$ cat src/rtl/mct_pkg.sv
package mct_pkg;
    // Register byte offsets
    localparam logic [7:0] OFF_MODE = 8'h00;
    localparam logic [7:0] OFF_CH2_CONTROL = 8'h04;
    localparam logic [7:0] OFF_CH2_IO_CONTROL = 8'h08;
    localparam logic [7:0] OFF_CH2_IRQ_ENABLE = 8'h0C;
    localparam logic [7:0] OFF_FLAGS = 8'h10;
    localparam logic [7:0] OFF_OUTPUT_ENABLE_CTRL = 8'h14;
    localparam logic [7:0] OFF_OUTPUT_POLARITY_CTRL = 8'h18;
    localparam logic [7:0] OFF_QUAD_COUNTER = 8'h20;
    localparam logic [7:0] OFF_CH2_GRA = 8'h24;
    localparam logic [7:0] OFF_CH2_GRB = 8'h28;
    localparam logic [7:0] OFF_PWM_COUNTER_LEAD = 8'h30;
    localparam logic [7:0] OFF_PWM_COUNTER_LAG = 8'h34;
    // Four general registers of channels 3/4 at consecutive words, then four shadows
    localparam logic [7:0] OFF_GR_BASE = 8'h38;
    localparam logic [7:0] OFF_BR_BASE = 8'h48;

    // Mode register fields
    localparam int MODE_QUAD_EN = 0;
    localparam int MODE_RUN2 = 1;
    localparam int MODE_RUN34 = 2;
    localparam int MODE_PWM_LO = 3;
    localparam int MODE_BUF_LO = 5;
    localparam int MODE_CAP3A = 9;
    localparam logic [1:0] PWM_NORMAL = 2'h0;
    localparam logic [1:0] PWM_RSYNC = 2'h2;
    localparam logic [1:0] PWM_COMPL = 2'h3;

    // Counter clear select codes
    localparam logic [1:0] CLR_NONE = 2'h0;
    localparam logic [1:0] CLR_BY_A = 2'h1;
    localparam logic [1:0] CLR_BY_B = 2'h2;

    // Flag positions: {wrap, b, a} for channels 2, 3, 4
    localparam int FLG_CH2 = 0;
    localparam int FLG_CH3 = 3;
    localparam int FLG_CH4 = 6;

    // Polarity register fields
    localparam int POL_LS3 = 0;
    localparam int POL_LS4 = 1;
    localparam int POL_EXT_TRIGGER_DISABLE = 4;

    // Reset values
    localparam logic [9:0] MODE_RST = 10'h000;
    localparam logic [5:0] OE_RST = 6'h00;
    localparam logic [1:0] LS_RST = 2'h0;
    localparam logic EXT_TRIGGER_DISABLE_RST = 1'b1;
    localparam logic [15:0] CNT_RST = 16'h0000;
    localparam logic [15:0] GR_RST = 16'hFFFF;
    localparam logic [15:0] CNT_MAX = 16'hFFFF;

    localparam logic [1:0] RESP_OKAY = 2'h0;
    localparam logic [1:0] RESP_SLVERR = 2'h2;
endpackage

$ cat src/rtl/mct_timer.sv
// The register offsets and the AXI4-Lite register port are this design's own decisions.
`timescale 1ns/10ps
module mct_timer (
    input wire logic aclk,
    input wire logic aresetn,
    input wire logic [7:0] s_axi_awaddr,
    input wire logic s_axi_awvalid,
    output logic s_axi_awready,
    input wire logic [31:0] s_axi_wdata,
    input wire logic [3:0] s_axi_wstrb,
    input wire logic s_axi_wvalid,
    output logic s_axi_wready,
    output logic [1:0] s_axi_bresp,
    output logic s_axi_bvalid,
    input wire logic s_axi_bready,
    input wire logic [7:0] s_axi_araddr,
    input wire logic s_axi_arvalid,
    output logic s_axi_arready,
    output logic [31:0] s_axi_rdata,
    output logic [1:0] s_axi_rresp,
    output logic s_axi_rvalid,
    input wire logic s_axi_rready,
    input wire logic phase_input_a,
    input wire logic phase_input_b,
    input wire logic capture_compare_pin_a,
    input wire logic capture_compare_pin_b,
    input wire logic ch3_capture_pin,
    input wire logic ch1_capture_a,
    input wire logic [5:0] port_value,
    input wire logic [5:0] port_dir,
    output logic [5:0] pwm_pin_out,
    output logic [5:0] pwm_pin_oe
);
    function automatic logic [15:0] merge16(input logic [15:0] old, input logic [31:0] d,
                                            input logic [3:0] strb);
        merge16 = {strb[1] ? d[15:8] : old[15:8], strb[0] ? d[7:0] : old[7:0]};
    endfunction

    function automatic logic is_gr(input logic [7:0] a, input logic [7:0] base);
        is_gr = (a >= base) && (a < base + 8'h10) && (a[1:0] == 2'h0);
    endfunction

    // Bus state
    logic [7:0] aw_addr;
    logic aw_full;
    logic [31:0] w_data;
    logic [3:0] w_strb;
    logic w_full;
    logic wr_go;
    logic rd_go;
    logic [7:0] wa;
    logic [31:0] rd_mux;
    logic rd_ok;
    logic wr_ok;

    // Control and status
    logic [9:0] mode_reg;
    logic [1:0] ch2_control;
    logic [1:0] ch2_io_control;
    logic [2:0] ch2_irq_enable;
    logic [5:0] output_enable_ctrl;
    logic [1:0] level_sel;
    logic ext_trigger_disable;
    logic [8:0] flags;
    logic [8:0] seen;
    logic [8:0] flag_set;
    logic [8:0] flag_clr;

    // Counters and compare/capture registers
    logic [15:0] quad_counter;
    logic [15:0] ch2_gra;
    logic [15:0] ch2_grb;
    logic [15:0] pwm_counter_lead;
    logic [15:0] pwm_counter_lag;
    logic [15:0] gr [4];
    logic [15:0] br [4];
    logic count_down;
    logic qa_q, qb_q, cpa_q, cpb_q, cp3_q;
    logic [2:0] rs_lvl;

    // Derived strobes
    logic [1:0] pmode;
    logic pwm_on, compl, rsync;
    logic ea, eb, q_up, tick2, up2, cap2a, cap2b, m2a, m2b, clr2, wrap2;
    logic run34, m_per, turn_down, uflow, cap3, wrap3, wrap4, lag_neg;
    logic [3:0] m, xfer;
    logic [3:0] wr_gr, wr_br;
    logic [5:0] pin_val;

    assign wa = aw_addr;
    assign wr_go = aw_full && w_full && !s_axi_bvalid;
    assign rd_go = s_axi_arvalid && s_axi_arready;

    always_ff @(posedge aclk)
    begin
        if (!aresetn)
        begin
            aw_full <= 1'b0;
            w_full <= 1'b0;
            aw_addr <= 8'h00;
            w_data <= 32'h0000_0000;
            w_strb <= 4'h0;
            s_axi_awready <= 1'b0;
            s_axi_wready <= 1'b0;
            s_axi_bvalid <= 1'b0;
            s_axi_bresp <= mct_pkg::RESP_OKAY;
        end
        else
        begin
            // Address and data are latched independently, in either order
            if (s_axi_awvalid && s_axi_awready)
            begin
                aw_addr <= s_axi_awaddr;
                aw_full <= 1'b1;
            end
            else if (wr_go)
                aw_full <= 1'b0;
            if (s_axi_wvalid && s_axi_wready)
            begin
                w_data <= s_axi_wdata;
                w_strb <= s_axi_wstrb;
                w_full <= 1'b1;
            end
            else if (wr_go)
                w_full <= 1'b0;
            s_axi_awready <= !aw_full && !(s_axi_awvalid && s_axi_awready);
            s_axi_wready <= !w_full && !(s_axi_wvalid && s_axi_wready);
            if (wr_go)
            begin
                s_axi_bvalid <= 1'b1;
                s_axi_bresp <= wr_ok ? mct_pkg::RESP_OKAY : mct_pkg::RESP_SLVERR;
            end
            else if (s_axi_bready)
                s_axi_bvalid <= 1'b0;
        end
    end

    always_comb
    begin
        wr_ok = 1'b1;
        unique case (wa)
            mct_pkg::OFF_MODE, mct_pkg::OFF_CH2_CONTROL, mct_pkg::OFF_CH2_IO_CONTROL,
            mct_pkg::OFF_CH2_IRQ_ENABLE, mct_pkg::OFF_FLAGS, mct_pkg::OFF_OUTPUT_ENABLE_CTRL,
            mct_pkg::OFF_OUTPUT_POLARITY_CTRL, mct_pkg::OFF_QUAD_COUNTER, mct_pkg::OFF_CH2_GRA,
            mct_pkg::OFF_CH2_GRB, mct_pkg::OFF_PWM_COUNTER_LEAD, mct_pkg::OFF_PWM_COUNTER_LAG:
                wr_ok = 1'b1;
            default:
                wr_ok = is_gr(wa, mct_pkg::OFF_GR_BASE) || is_gr(wa, mct_pkg::OFF_BR_BASE);
        endcase
    end

    always_comb
    begin
        rd_mux = 32'h0000_0000;
        rd_ok = 1'b1;
        unique case (s_axi_araddr)
            mct_pkg::OFF_MODE: rd_mux[9:0] = mode_reg;
            mct_pkg::OFF_CH2_CONTROL: rd_mux[1:0] = ch2_control;
            mct_pkg::OFF_CH2_IO_CONTROL: rd_mux[1:0] = ch2_io_control;
            mct_pkg::OFF_CH2_IRQ_ENABLE: rd_mux[2:0] = ch2_irq_enable;
            mct_pkg::OFF_FLAGS: rd_mux[8:0] = flags;
            mct_pkg::OFF_OUTPUT_ENABLE_CTRL: rd_mux[5:0] = output_enable_ctrl;
            mct_pkg::OFF_OUTPUT_POLARITY_CTRL:
                rd_mux[4:0] = {ext_trigger_disable, 2'h0, level_sel};
            mct_pkg::OFF_QUAD_COUNTER: rd_mux[15:0] = quad_counter;
            mct_pkg::OFF_CH2_GRA: rd_mux[15:0] = ch2_gra;
            mct_pkg::OFF_CH2_GRB: rd_mux[15:0] = ch2_grb;
            mct_pkg::OFF_PWM_COUNTER_LEAD: rd_mux[15:0] = pwm_counter_lead;
            mct_pkg::OFF_PWM_COUNTER_LAG: rd_mux[15:0] = pwm_counter_lag;
            default:
            begin
                if (is_gr(s_axi_araddr, mct_pkg::OFF_GR_BASE))
                    rd_mux[15:0] = gr[s_axi_araddr[3:2] - 2'h2];
                else if (is_gr(s_axi_araddr, mct_pkg::OFF_BR_BASE))
                    rd_mux[15:0] = br[s_axi_araddr[3:2] - 2'h2];
                else
                    rd_ok = 1'b0;
            end
        endcase
    end

    always_ff @(posedge aclk)
    begin
        if (!aresetn)
        begin
            s_axi_arready <= 1'b0;
            s_axi_rvalid <= 1'b0;
            s_axi_rdata <= 32'h0000_0000;
            s_axi_rresp <= mct_pkg::RESP_OKAY;
        end
        else
        begin
            s_axi_arready <= !s_axi_rvalid && !rd_go;
            if (rd_go)
            begin
                s_axi_rvalid <= 1'b1;
                s_axi_rdata <= rd_mux;
                s_axi_rresp <= rd_ok ? mct_pkg::RESP_OKAY : mct_pkg::RESP_SLVERR;
            end
            else if (s_axi_rready)
                s_axi_rvalid <= 1'b0;
        end
    end

    // Write strobes for the channel 3/4 register arrays
    always_comb
    begin
        for (int i = 0; i < 4; i++)
        begin
            wr_gr[i] = wr_go && (wa == mct_pkg::OFF_GR_BASE + 8'(4 * i));
            wr_br[i] = wr_go && (wa == mct_pkg::OFF_BR_BASE + 8'(4 * i));
        end
    end

    // Channel 2: phase counting replaces the internal clock when enabled
    assign ea = phase_input_a != qa_q;
    assign eb = phase_input_b != qb_q;
    assign q_up = (eb && phase_input_b && !phase_input_a)
        || (ea && phase_input_a && phase_input_b)
        || (eb && !phase_input_b && phase_input_a)
        || (ea && !phase_input_a && !phase_input_b);
    assign tick2 = mode_reg[mct_pkg::MODE_RUN2]
        && (!mode_reg[mct_pkg::MODE_QUAD_EN] || ea || eb);
    assign up2 = !mode_reg[mct_pkg::MODE_QUAD_EN] || q_up;
    assign cap2a = ch2_io_control[0] && capture_compare_pin_a && !cpa_q;
    assign cap2b = ch2_io_control[1] && capture_compare_pin_b && !cpb_q;
    assign m2a = tick2 && !ch2_io_control[0] && (quad_counter == ch2_gra);
    assign m2b = tick2 && !ch2_io_control[1] && (quad_counter == ch2_grb);
    assign clr2 = (ch2_control == mct_pkg::CLR_BY_A && (m2a || cap2a))
        || (ch2_control == mct_pkg::CLR_BY_B && (m2b || cap2b));
    assign wrap2 = tick2 && !clr2 && (up2 ? quad_counter == mct_pkg::CNT_MAX
        : quad_counter == mct_pkg::CNT_RST);

    always_ff @(posedge aclk)
    begin
        if (!aresetn)
        begin
            qa_q <= 1'b0;
            qb_q <= 1'b0;
            cpa_q <= 1'b0;
            cpb_q <= 1'b0;
            cp3_q <= 1'b0;
        end
        else
        begin
            qa_q <= phase_input_a;
            qb_q <= phase_input_b;
            cpa_q <= capture_compare_pin_a;
            cpb_q <= capture_compare_pin_b;
            cp3_q <= ch3_capture_pin;
        end
    end

    // Clear beats a software write, a write beats a count step
    always_ff @(posedge aclk)
    begin
        if (!aresetn)
            quad_counter <= mct_pkg::CNT_RST;
        else if (clr2)
            quad_counter <= mct_pkg::CNT_RST;
        else if (wr_go && wa == mct_pkg::OFF_QUAD_COUNTER)
            quad_counter <= merge16(quad_counter, w_data, w_strb);
        else if (tick2)
            quad_counter <= up2 ? quad_counter + 16'h0001 : quad_counter - 16'h0001;
    end

    always_ff @(posedge aclk)
    begin
        if (!aresetn)
        begin
            ch2_gra <= mct_pkg::GR_RST;
            ch2_grb <= mct_pkg::GR_RST;
        end
        else
        begin
            if (cap2a)
                ch2_gra <= quad_counter;
            else if (wr_go && wa == mct_pkg::OFF_CH2_GRA)
                ch2_gra <= merge16(ch2_gra, w_data, w_strb);
            if (cap2b)
                ch2_grb <= quad_counter;
            else if (wr_go && wa == mct_pkg::OFF_CH2_GRB)
                ch2_grb <= merge16(ch2_grb, w_data, w_strb);
        end
    end

    // Channels 3/4
    assign pmode = mode_reg[mct_pkg::MODE_PWM_LO +: 2];
    assign compl = pmode == mct_pkg::PWM_COMPL;
    assign rsync = pmode == mct_pkg::PWM_RSYNC;
    assign pwm_on = compl || rsync;
    assign run34 = mode_reg[mct_pkg::MODE_RUN34];
    assign cap3 = !pwm_on && mode_reg[mct_pkg::MODE_CAP3A] && ch3_capture_pin && !cp3_q;
    assign m_per = run34 && (pwm_on || !mode_reg[mct_pkg::MODE_CAP3A])
        && (pwm_counter_lead == gr[0]);
    assign turn_down = compl && m_per && !count_down;
    assign uflow = run34 && compl && count_down && pwm_counter_lag == mct_pkg::CNT_RST;
    assign lag_neg = compl && pwm_counter_lag == mct_pkg::CNT_MAX;
    assign wrap3 = run34 && !compl && !(rsync && m_per)
        && pwm_counter_lead == mct_pkg::CNT_MAX;
    assign wrap4 = compl ? uflow
        : (run34 && pwm_counter_lag == mct_pkg::CNT_MAX);

    always_comb
    begin
        m[0] = m_per;
        for (int i = 1; i < 4; i++)
            m[i] = run34 && ((i >= 2 && !pwm_on) ? pwm_counter_lag == gr[i]
                : pwm_counter_lead == gr[i]);
        for (int i = 0; i < 4; i++)
        begin
            unique case (pmode)
                mct_pkg::PWM_COMPL: xfer[i] = turn_down || uflow;
                mct_pkg::PWM_RSYNC: xfer[i] = m_per;
                default: xfer[i] = m[i];
            endcase
            xfer[i] = xfer[i] && mode_reg[mct_pkg::MODE_BUF_LO + i];
        end
    end

    always_ff @(posedge aclk)
    begin
        if (!aresetn)
        begin
            pwm_counter_lead <= mct_pkg::CNT_RST;
            pwm_counter_lag <= mct_pkg::CNT_RST;
            count_down <= 1'b0;
        end
        else
        begin
            // Overshoot: the counters take one more up step after the period match
            if (turn_down)
                count_down <= 1'b1;
            else if (uflow || !compl)
                count_down <= 1'b0;
            if (wr_go && wa == mct_pkg::OFF_PWM_COUNTER_LEAD)
                pwm_counter_lead <= merge16(pwm_counter_lead, w_data, w_strb);
            else if (rsync && m_per)
                pwm_counter_lead <= mct_pkg::CNT_RST;
            else if (run34)
                pwm_counter_lead <= (compl && count_down) ? pwm_counter_lead - 16'h0001
                    : pwm_counter_lead + 16'h0001;
            if (wr_go && wa == mct_pkg::OFF_PWM_COUNTER_LAG)
                pwm_counter_lag <= merge16(pwm_counter_lag, w_data, w_strb);
            else if (run34)
                pwm_counter_lag <= (compl && count_down) ? pwm_counter_lag - 16'h0001
                    : pwm_counter_lag + 16'h0001;
        end
    end

    // Transfer loses to a write; capture beats both
    always_ff @(posedge aclk)
    begin
        if (!aresetn)
        begin
            for (int i = 0; i < 4; i++)
            begin
                gr[i] <= mct_pkg::GR_RST;
                br[i] <= mct_pkg::GR_RST;
            end
        end
        else
        begin
            for (int i = 0; i < 4; i++)
            begin
                if (wr_gr[i])
                    gr[i] <= merge16(gr[i], w_data, w_strb);
                else if (xfer[i])
                    gr[i] <= br[i];
                if (wr_br[i])
                    br[i] <= merge16(br[i], w_data, w_strb);
            end
            if (cap3)
            begin
                gr[0] <= pwm_counter_lead;
                if (mode_reg[mct_pkg::MODE_BUF_LO])
                    br[0] <= gr[0];
            end
        end
    end

    // Flags: a hardware set in the clearing cycle wins
    assign flag_set = {wrap4, m[3], m[2], wrap3, m[1], compl ? turn_down : (m[0] || cap3),
        wrap2, m2b || cap2b, m2a || cap2a};
    assign flag_clr = (wr_go && wa == mct_pkg::OFF_FLAGS) ? (seen & ~w_data[8:0]) : 9'h000;

    always_ff @(posedge aclk)
    begin
        if (!aresetn)
        begin
            flags <= 9'h000;
            seen <= 9'h000;
        end
        else
        begin
            flags <= (flags & ~flag_clr) | flag_set;
            if (rd_go && s_axi_araddr == mct_pkg::OFF_FLAGS)
                seen <= flags;
            else
                seen <= seen & flags & ~flag_clr;
        end
    end

    always_ff @(posedge aclk)
    begin
        if (!aresetn)
        begin
            mode_reg <= mct_pkg::MODE_RST;
            ch2_control <= mct_pkg::CLR_NONE;
            ch2_io_control <= 2'h0;
            ch2_irq_enable <= 3'h0;
            level_sel <= mct_pkg::LS_RST;
            ext_trigger_disable <= mct_pkg::EXT_TRIGGER_DISABLE_RST;
        end
        else if (wr_go && w_strb[0])
        begin
            unique case (wa)
                mct_pkg::OFF_MODE:
                    mode_reg <= {w_strb[1] ? w_data[9:8] : mode_reg[9:8], w_data[7:0]};
                mct_pkg::OFF_CH2_CONTROL: ch2_control <= w_data[1:0];
                mct_pkg::OFF_CH2_IO_CONTROL: ch2_io_control <= w_data[1:0];
                mct_pkg::OFF_CH2_IRQ_ENABLE: ch2_irq_enable <= w_data[2:0];
                mct_pkg::OFF_OUTPUT_POLARITY_CTRL:
                begin
                    level_sel <= w_data[1:0];
                    ext_trigger_disable <= w_data[mct_pkg::POL_EXT_TRIGGER_DISABLE];
                end
                default: ;
            endcase
        end
    end

    always_ff @(posedge aclk)
    begin
        if (!aresetn)
            output_enable_ctrl <= mct_pkg::OE_RST;
        else if (pwm_on && !ext_trigger_disable && ch1_capture_a)
            output_enable_ctrl <= 6'h00;
        else if (wr_go && w_strb[0] && wa == mct_pkg::OFF_OUTPUT_ENABLE_CTRL)
            output_enable_ctrl <= w_data[5:0];
    end

    // Reset-sync levels: low from the period clear, high after own match
    always_ff @(posedge aclk)
    begin
        if (!aresetn)
            rs_lvl <= 3'h0;
        else
        begin
            for (int k = 0; k < 3; k++)
            begin
                if (m_per)
                    rs_lvl[k] <= 1'b0;
                else if (m[k + 1])
                    rs_lvl[k] <= 1'b1;
            end
        end
    end

    // Complementary: the lag counter drives the positive phase, the lead counter the
    // negative one, so the counter offset is the dead time; values past the period stick
    always_comb
    begin
        logic pos;
        logic neg;
        logic inv;
        pos = 1'b0;
        neg = 1'b0;
        inv = 1'b0;
        for (int k = 0; k < 3; k++)
        begin
            pos = compl ? (!lag_neg && pwm_counter_lag > gr[k + 1]) : rs_lvl[k];
            neg = compl ? (pwm_counter_lead <= gr[k + 1]) : !rs_lvl[k];
            inv = !level_sel[k == 0 ? mct_pkg::POL_LS3 : mct_pkg::POL_LS4];
            pin_val[2 * k] = pos ^ inv;
            pin_val[2 * k + 1] = neg ^ inv;
        end
    end

    always_ff @(posedge aclk)
    begin
        if (!aresetn)
        begin
            pwm_pin_out <= 6'h00;
            pwm_pin_oe <= 6'h00;
        end
        else
        begin
            for (int j = 0; j < 6; j++)
            begin
                pwm_pin_out[j] <= (pwm_on && output_enable_ctrl[j]) ? pin_val[j]
                    : port_value[j];
                pwm_pin_oe[j] <= (pwm_on && output_enable_ctrl[j]) || port_dir[j];
            end
        end
    end
endmodule // mct_timer

$ cat config.mk
export PLATFORM = sky130hd
export DESIGN_NAME = mct_timer
export DESIGN_NICKNAME = d
export VERILOG_FILES = /design/src/rtl/mct_pkg.sv /design/src/rtl/mct_timer.sv
export SDC_FILE = /design/constraint.sdc
export NUM_CORES = 1
export LEC_CHECK = 0
export ABC_AREA = 1
export CAP_MARGIN = 20
export CORE_MARGIN = 4
export CORE_UTILIZATION = 27
export CTS_CLUSTER_DIAMETER = 40
export DETAILED_ROUTE_END_ITERATION = 6
export DONT_BUFFER_PORTS = 1
export PLACE_DENSITY_LB_ADDON = 0.08
export SYNTH_ARGS = -nofsm -noshare
export SYNTH_HDL_FRONTEND = slang
export SYNTH_SLANG_ARGS = --single-unit
$ cat constraint.sdc
create_clock -name aclk -period 2.9 [get_ports aclk]
set_input_delay 0.29 -clock aclk [delete_from_list [all_inputs] [get_ports aclk]]
set_output_delay 0.29 -clock aclk [all_outputs]
set_load 0.01 [all_outputs]
# Word level (Yosys, flattened, before mapping)

Memories as Yosys holds them, arrays and structs flattened.
Cells that the tools add are included.

Logic and storage cells: 474
RAM bits: 128
Memories kept: 2
Register bits after elaboration: 198

Bitwise operators: 28
Equal/unequal tests: 53
Mux-type cells: 141
Order comparisons: 14
Reductions and logical operators: 185
$add $sub $neg: 7

Memory list:

| memory | depth | width | rd ports | clocked after memory_dff | write ports | line            | text |
|---|---|---|---|---|---|---|---|
| br     | 4     | 16    | 5        | 0                        | 4           | mct_timer.sv:76 | `logic [15:0] br [4];` |
| gr     | 4     | 16    | 5        | 0                        | 4           | mct_timer.sv:75 | `logic [15:0] gr [4];` |

Operators by type and width:

| operator                | count |
|---|---|
| $mux W16                | 30 |
| $mux W8                 | 18 |
| $eq A16 B16 Y1          | 8 |
| $eq A8 B6 Y1 const B    | 12 |
| $logic_and A1 B1 Y1     | 89 |
| $mux W1                 | 79 |
| $add A16 B1 Y16 const B | 3 |
| $eq A16 B16 Y1 const B  | 3 |
| $eq A8 B5 Y1 const B    | 6 |
| $eq A8 B7 Y1 const B    | 6 |
| $gt A16 B16 Y1          | 3 |
| $le A16 B16 Y1          | 3 |
| $sub A16 B1 Y16 const B | 3 |
| $and A9 B9 Y9           | 4 |
| $pmux W6 S6             | 1 |
| $eq A8 B4 Y1 const B    | 4 |
| $logic_not A16 Y1       | 2 |
| $lt A8 B7 Y1 const B    | 4 |
| $reduce_and A2 Y1       | 15 |
| $logic_not A1 Y1        | 28 |
| $reduce_bool A2 Y1      | 13 |
| $pmux W2 S12            | 1 |
| $pmux W3 S8             | 1 |
| $reduce_or A12 Y1       | 2 |
| other kinds (31)        | 90 |

# Logic depth before layout (Yosys ltp)

Depth after elaboration: 16
Depth in mapped cells: 18
Mapped depth without buffers: 18

# Worst setup path after synthesis

Ideal clock, no wire load.

Path kind: flip-flop to flip-flop
From: reg mode_reg[4]
To: reg pwm_counter_lead[11]
Library setup time: 0.120 ns
Cell stages (with the launch flop): 15
Buffers on the path: 0
Path slack: 0.292 ns
Arrival time: 2.488 ns
Required time: 2.780 ns
Cells stage by stage: dfxtp_1 nand2_2 inv_2 nand2_2 inv_1 ha_1 nand3_1 nand3_1 nand2_1 nand3_1 nand2_1 nand2_1 or2_2 nand3_1 a21oi_1

Longest elaborated chain between the ends: 8
Elaborated cells on any way between the ends: 14

RTL lines:

| item                                                            | line                               | text |
|---|---|---|
| start: declaration                                              | mct_timer.sv:57                    | `logic [9:0] mode_reg;` |
| start signal: assignment                                        | mct_timer.sv:408                   | `mode_reg <= mct_pkg::MODE_RST;` |
| start signal: assignment                                        | mct_timer.sv:419                   | `mode_reg <= {w_strb[1] ? w_data[9:8] : mode_reg[9:8], w_data[7:0]};` |
| $eq A2 B2 Y1 (on tied branches)                                 | mct_timer.sv:289, mct_timer.sv:290 |  |
| $logic_or A1 B1 Y1                                              | mct_timer.sv:291                   | `assign pwm_on = compl \|\| rsync;` |
| $logic_or A1 B1 Y1                                              | mct_timer.sv:294                   | `assign m_per = run34 && (pwm_on \|\| !mode_reg[mct_pkg::MODE_CAP3A])` |
| $logic_and A1 B1 Y1                                             | mct_timer.sv:294                   |  |
| $logic_and A1 B1 Y1                                             | mct_timer.sv:295                   | `&& (pwm_counter_lead == gr[0]);` |
| $logic_and A1 B1 Y1                                             | mct_timer.sv:338                   | `else if (rsync && m_per)` |
| $reduce_bool A3 Y1 (no line) / $mux W16 (equally long branches) | --                                 |  |
| $reduce_and A2 Y1 (no line) / $mux W16 (equally long branches)  | --                                 |  |
| end signal: assignment                                          | mct_timer.sv:337                   | `pwm_counter_lead <= merge16(pwm_counter_lead, w_data, w_strb);` |
| end signal: assignment                                          | mct_timer.sv:339                   | `pwm_counter_lead <= mct_pkg::CNT_RST;` |
| end signal: assignment                                          | mct_timer.sv:341                   | `pwm_counter_lead <= (compl && count_down) ? pwm_counter_lead - 16'h0001` |
| end: declaration                                                | mct_timer.sv:73                    | `logic [15:0] pwm_counter_lead;` |

Several ways; a longest one is shown, not always the timed one. The select of a mux whose other input is x is not followed.
A chain may end at the register's enable or synchronous reset.

==> reports/summary.md <==
The flow ran to the end, and the final reports show no timing, DRC or antenna violations. For the pin with the worst max-slew slack, the measured transition is 0.8385 ns. The cell area that synthesis handed to floorplanning was 21120 um^2. The path with the worst hold slack has its endpoint at br[3][2]$_SDFFCE_PN1P_. Startpoint-to-endpoint class of the critical path: flop to flop.

In this run the most critical hold path is launched from aresetn. The logs give 0.01414 W for the overall power and 0 for the total count of hold-check failures in the final report. Along the worst path, the maximum fanout reaches 23.

Dividing the detail-routed via count by the number of cells gives 5.173. By instance count, the cell type seen most on the critical path is buf_4. The cell count after synthesis came out at 2904. Sequential elements use 36.78% of the synthesized area. The critical path's slowest cell is dfxtp_1. The largest stage delay on the critical path is 0.42 ns, and the average detailed-routed wire length per instance is 25.17 um.

After synthesis the netlist holds a flip-flop and latch count of 324. The final setup skew was 0.02448 ns. The endpoint of the worst-slack reg-to-reg timing path was gr[2][10]$_SDFFCE_PN1P_.

The logs give 4 for the initial antenna violation count and 0 for the final global-route overflow total. For the clock tree buffer depth, the log shows 3. The share of total power dissipated in combinational logic is 6.2%.

The tools report the first-pass iteration count of the detailed router as 5. The logs give 43.96% for the worst relative slew slack and 77470 um^2 for the area of the core region. In this run the static leakage power is 11.55 nW.

In the finished design, the share of the clock period the worst path needs comes to 96.53%. The power share of the clock group was 59.5%. The clock tree root driver cell was clkbuf_16. The final max-slew violation count came out at 0.

The initial utilization of the core area, before any placement, comes to 27.26%. The min-delay analysis places its worst path in the category primary input to flop. Once placement completed, the tool counted placed cells totaling 4061. In this run, synthesis inferred 128 flip-flops with an integrated enable. Routability-driven placement finished with a final weighted congestion of 0.9430.

Across all hold checks on the routed design, the worst slack comes to 0.05560 ns. The layout net count was 3379; the number of sinks on the clock net was 324. The die is 287.7 um wide. The fmax was 0.3572 GHz. In this run the count of I/O pins placed on the die edge is 130. TritonCTS built the clock tree. The detailed router finished its first iteration with 2000 violations. The per-instance average area after synthesis was 7.272 um^2; the internal power component was 0.01055 W. After legalization and detailed placement, the total HPWL measured 83890 um. In this run the register-to-register setup slack is 0.10 ns.

The die is 287.7 um tall. In the final layout, the registers with the most flip-flops are br: 64 flops, gr: 64 flops. Post-route core utilization: 34.53%. The tool flagged a number of max-cap violations equal to 0. The worst reg2reg path startpoint was pwm_counter_lag[14]$_SDFFE_PN0P_.

In this run the power spent charging and discharging nets is 0.003597 W. The finished layout holds 4254 standard cells, fillers aside. At the worst endpoint, the required time is 3.21 ns.

At the worst endpoint, the arrival time is 3.11 ns. The CTS H-tree depth is 3, and the total power per unit cell area is 528.7 nW/um^2. STA classifies the critical path startpoint as a flop. Entering global routing, the biggest net connects 143 pins. Counting distinct cell types in the post-synthesis netlist gives 55.

The worst supply voltage drop on vdd is 0.3731 mV. Number of global-route vias before repair: 21453. For this run, design rule violations remaining after detail routing come to 0. Of all flip-flops after synthesis, the portion carrying an async set or reset was 0%. The number of nets with antenna violations after routing was 0.

For the total setup violations reported at the end of the flow, the log shows 0. The Yosys step of the flow raised 0 warnings. Kind of end point of the critical path: a flop. The worst register-to-register path has a depth of 10. The post-route netlist has 13.04% of its cells at a drive strength greater than 1.

The routed wire length was 107100 um. In the synthesized netlist the dominant register cell turns out to be dfxtp_1. The die covers 82750 um^2.

The tools report the detailed-route via count as 22007. The run gives 34.3% as the portion of total power attributed to sequential cells. The logs give 0.61 ns for the clock latency at the later pin of the worst-skew pair and 71 for the number of buffers created by CTS. The wire length of the first global-routing pass is 152200 um, and the final critical delay including setup and external delays is 2.799 ns. Fill cells in the final layout number 8297.

The clock-pin transition on the worst setup and hold timing paths works out to 0.05 ns. The depth of the worst hold-timing path is 2. Of the total power, the share spent switching nets is 25.43%. Input and output buffers added on the ports amount to 0. The area overhead of the layout relative to synthesis was 26.67%. For the row count, the log shows 102. Global routing used 25.30% of the available tracks across all layers. The signal on the critical path passes through buf_4 -> ha_1 -> nand4_1 -> or2_2 -> nor2_2 -> a21oi_1 -> nor2_1 -> nand2_4 -> o21ai_0 -> buf_4.
-- stage by stage --
step	TNS, ns	worst slack (ns)	area [um^2]
global placement	-0.01430	-0.01430	23610
detailed placement	-0.1587	-0.03153	23610
floorplan	0	0.2921	21180
global route	-0.003063	-0.003063	26750
CTS	0	0.01512	26640
finish	0	0.1006	26750
-- per-layer routing --
| metal | vias up | wire length, um | global-route usage (%) |
|---|---|---|---|
| li1 | 10460 | - | - |
| met4 | 2 | 4172 | 9.785 |
| met1 | 10539 | 49200 | 35.29 |
| met3 | 148 | 7258 | 4.418 |
| met2 | 858 | 46430 | 38.92 |
| met5 | - | 8 | 0 |
-- what timing repair did --
action,in CTS,in global routing
endpoints found under the hold margin,165,0
resized for setup,3,17
buffers inserted,0,8
pin swaps,0,2
hold buffers,55,0
setup endpoints to repair,10,103
-- layout make-up --
class | instances | area, um^2 | share of cell area (%)
Tap cell | 1040 | 1301 | 4.865
Clock inverter | 45 | 560.5 | 2.096
Timing Repair Buffer | 280 | 2307 | 8.625
Antenna cell | 1 | 2.502 | 0.009355
Clock buffer | 84 | 1897 | 7.091
Inverter | 393 | 1483 | 5.543
Sequential cell | 324 | 7769 | 29.04
Multi-Input combinational cell | 2087 | 11430 | 42.73
-- cells in the mapped netlist (10+ instances only) --
cell | instances | share of area [%]
ha_1 | 142 | 8.4
clkinv_1 | 11 | 0.20
inv_2 | 14 | 0.25
a211oi_1 | 11 | 0.39
nor3_1 | 31 | 0.73
inv_1 | 366 | 6.5
nor4_1 | 10 | 0.30
o211ai_1 | 93 | 3.3
nand2_1 | 598 | 11
o22ai_1 | 76 | 2.3
nand3_1 | 176 | 4.2
xnor2_1 | 10 | 0.41
a22oi_1 | 31 | 1.1
a221oi_1 | 10 | 0.41
buf_2 | 30 | 0.71
xor2_1 | 18 | 0.75
o21ai_1 | 11 | 0.26
o21ai_0 | 230 | 5.5
buf_4 | 19 | 0.68
or2_2 | 13 | 0.39
a21o_1 | 11 | 0.39
nand4_1 | 56 | 1.7
clkbuf_1 | 59 | 1.0
a21oi_1 | 239 | 5.7
edfxtp_1 | 128 | 18
nor2_1 | 235 | 4.2
dfxtp_1 | 196 | 19
-- worst max-delay path by stage --
stage               cells past startpoint                              from                           endpoint  slack (ns)
floorplan                              14          mode_reg[4]$_SDFFE_PN0P_  pwm_counter_lead[11]$_SDFFE_PN0P_        0.29
global placement                       13            gr[1][5]$_SDFFCE_PN1P_            gr[1][15]$_SDFFCE_PN1P_       -0.01
detailed placement                     13            gr[1][5]$_SDFFCE_PN1P_            gr[1][15]$_SDFFCE_PN1P_       -0.03
CTS                                    13            gr[1][5]$_SDFFCE_PN1P_            gr[1][15]$_SDFFCE_PN1P_        0.02
global route                           15          mode_reg[4]$_SDFFE_PN0P_  pwm_counter_lead[15]$_SDFFE_PN0P_      -0.003
finish                                 10  pwm_counter_lag[14]$_SDFFE_PN0P_            gr[2][10]$_SDFFCE_PN1P_        0.10
-- cells by family after synthesis --
logic type / Yosys count / share of synthesized area [%]
flip-flops: 324 / 36.78
buffers and inverters: 510 / 9.634
XOR/XNOR: 28 / 1.161
adder cells (fa/ha/maj): 145 / 8.698
other: 1 / 0.01776
AND/OR/NAND/NOR: 1155 / 23.42
AO/OA/AOI/OAI: 741 / 20.29
-- power by group through the flow --
stage                     clock [W]  sequential (W)  combinational, W
after floorplan                   0         0.00492          0.000374
after CTS                   0.00854         0.00484          0.000864
after global placement            0         0.00493          0.000772
final                       0.00842         0.00484          0.000881
after detailed placement          0         0.00493          0.000767
after global routing        0.00876         0.00484          0.000923
-- placed cells by master (no fill, tap or decap), types with 10 or more instances in the layout --
master,n
a22oi_1,31
a21o_1,11
nor2_1,230
o22ai_1,76
clkinvlp_4,14
conb_1,18
buf_4,221
a21oi_1,236
a211oi_1,11
xnor2_1,10
nand4_1,56
inv_2,16
nand3_1,175
or2_2,13
o21ai_0,226
nor3_1,31
dfxtp_1,195
o21ai_1,15
inv_1,364
clkinv_2,10
clkbuf_16,72
a221oi_1,10
ha_1,140
edfxtp_1,128
nand2_1,596
dlygate4sd3_1,54
clkinv_1,10
xor2_1,18
o211ai_1,93
-- worst max-delay path: cells and delay by family, from the launching register on --
family	cells	cell delay [ns]
adders and majority gates	1	0.29
AOI/OAI and AO/OA	2	0.31
DFF	1	0.42
buffers and inverters	2	0.42
and+or+nand+nor	5	1.03
Power figures use the tool's default switching activity.
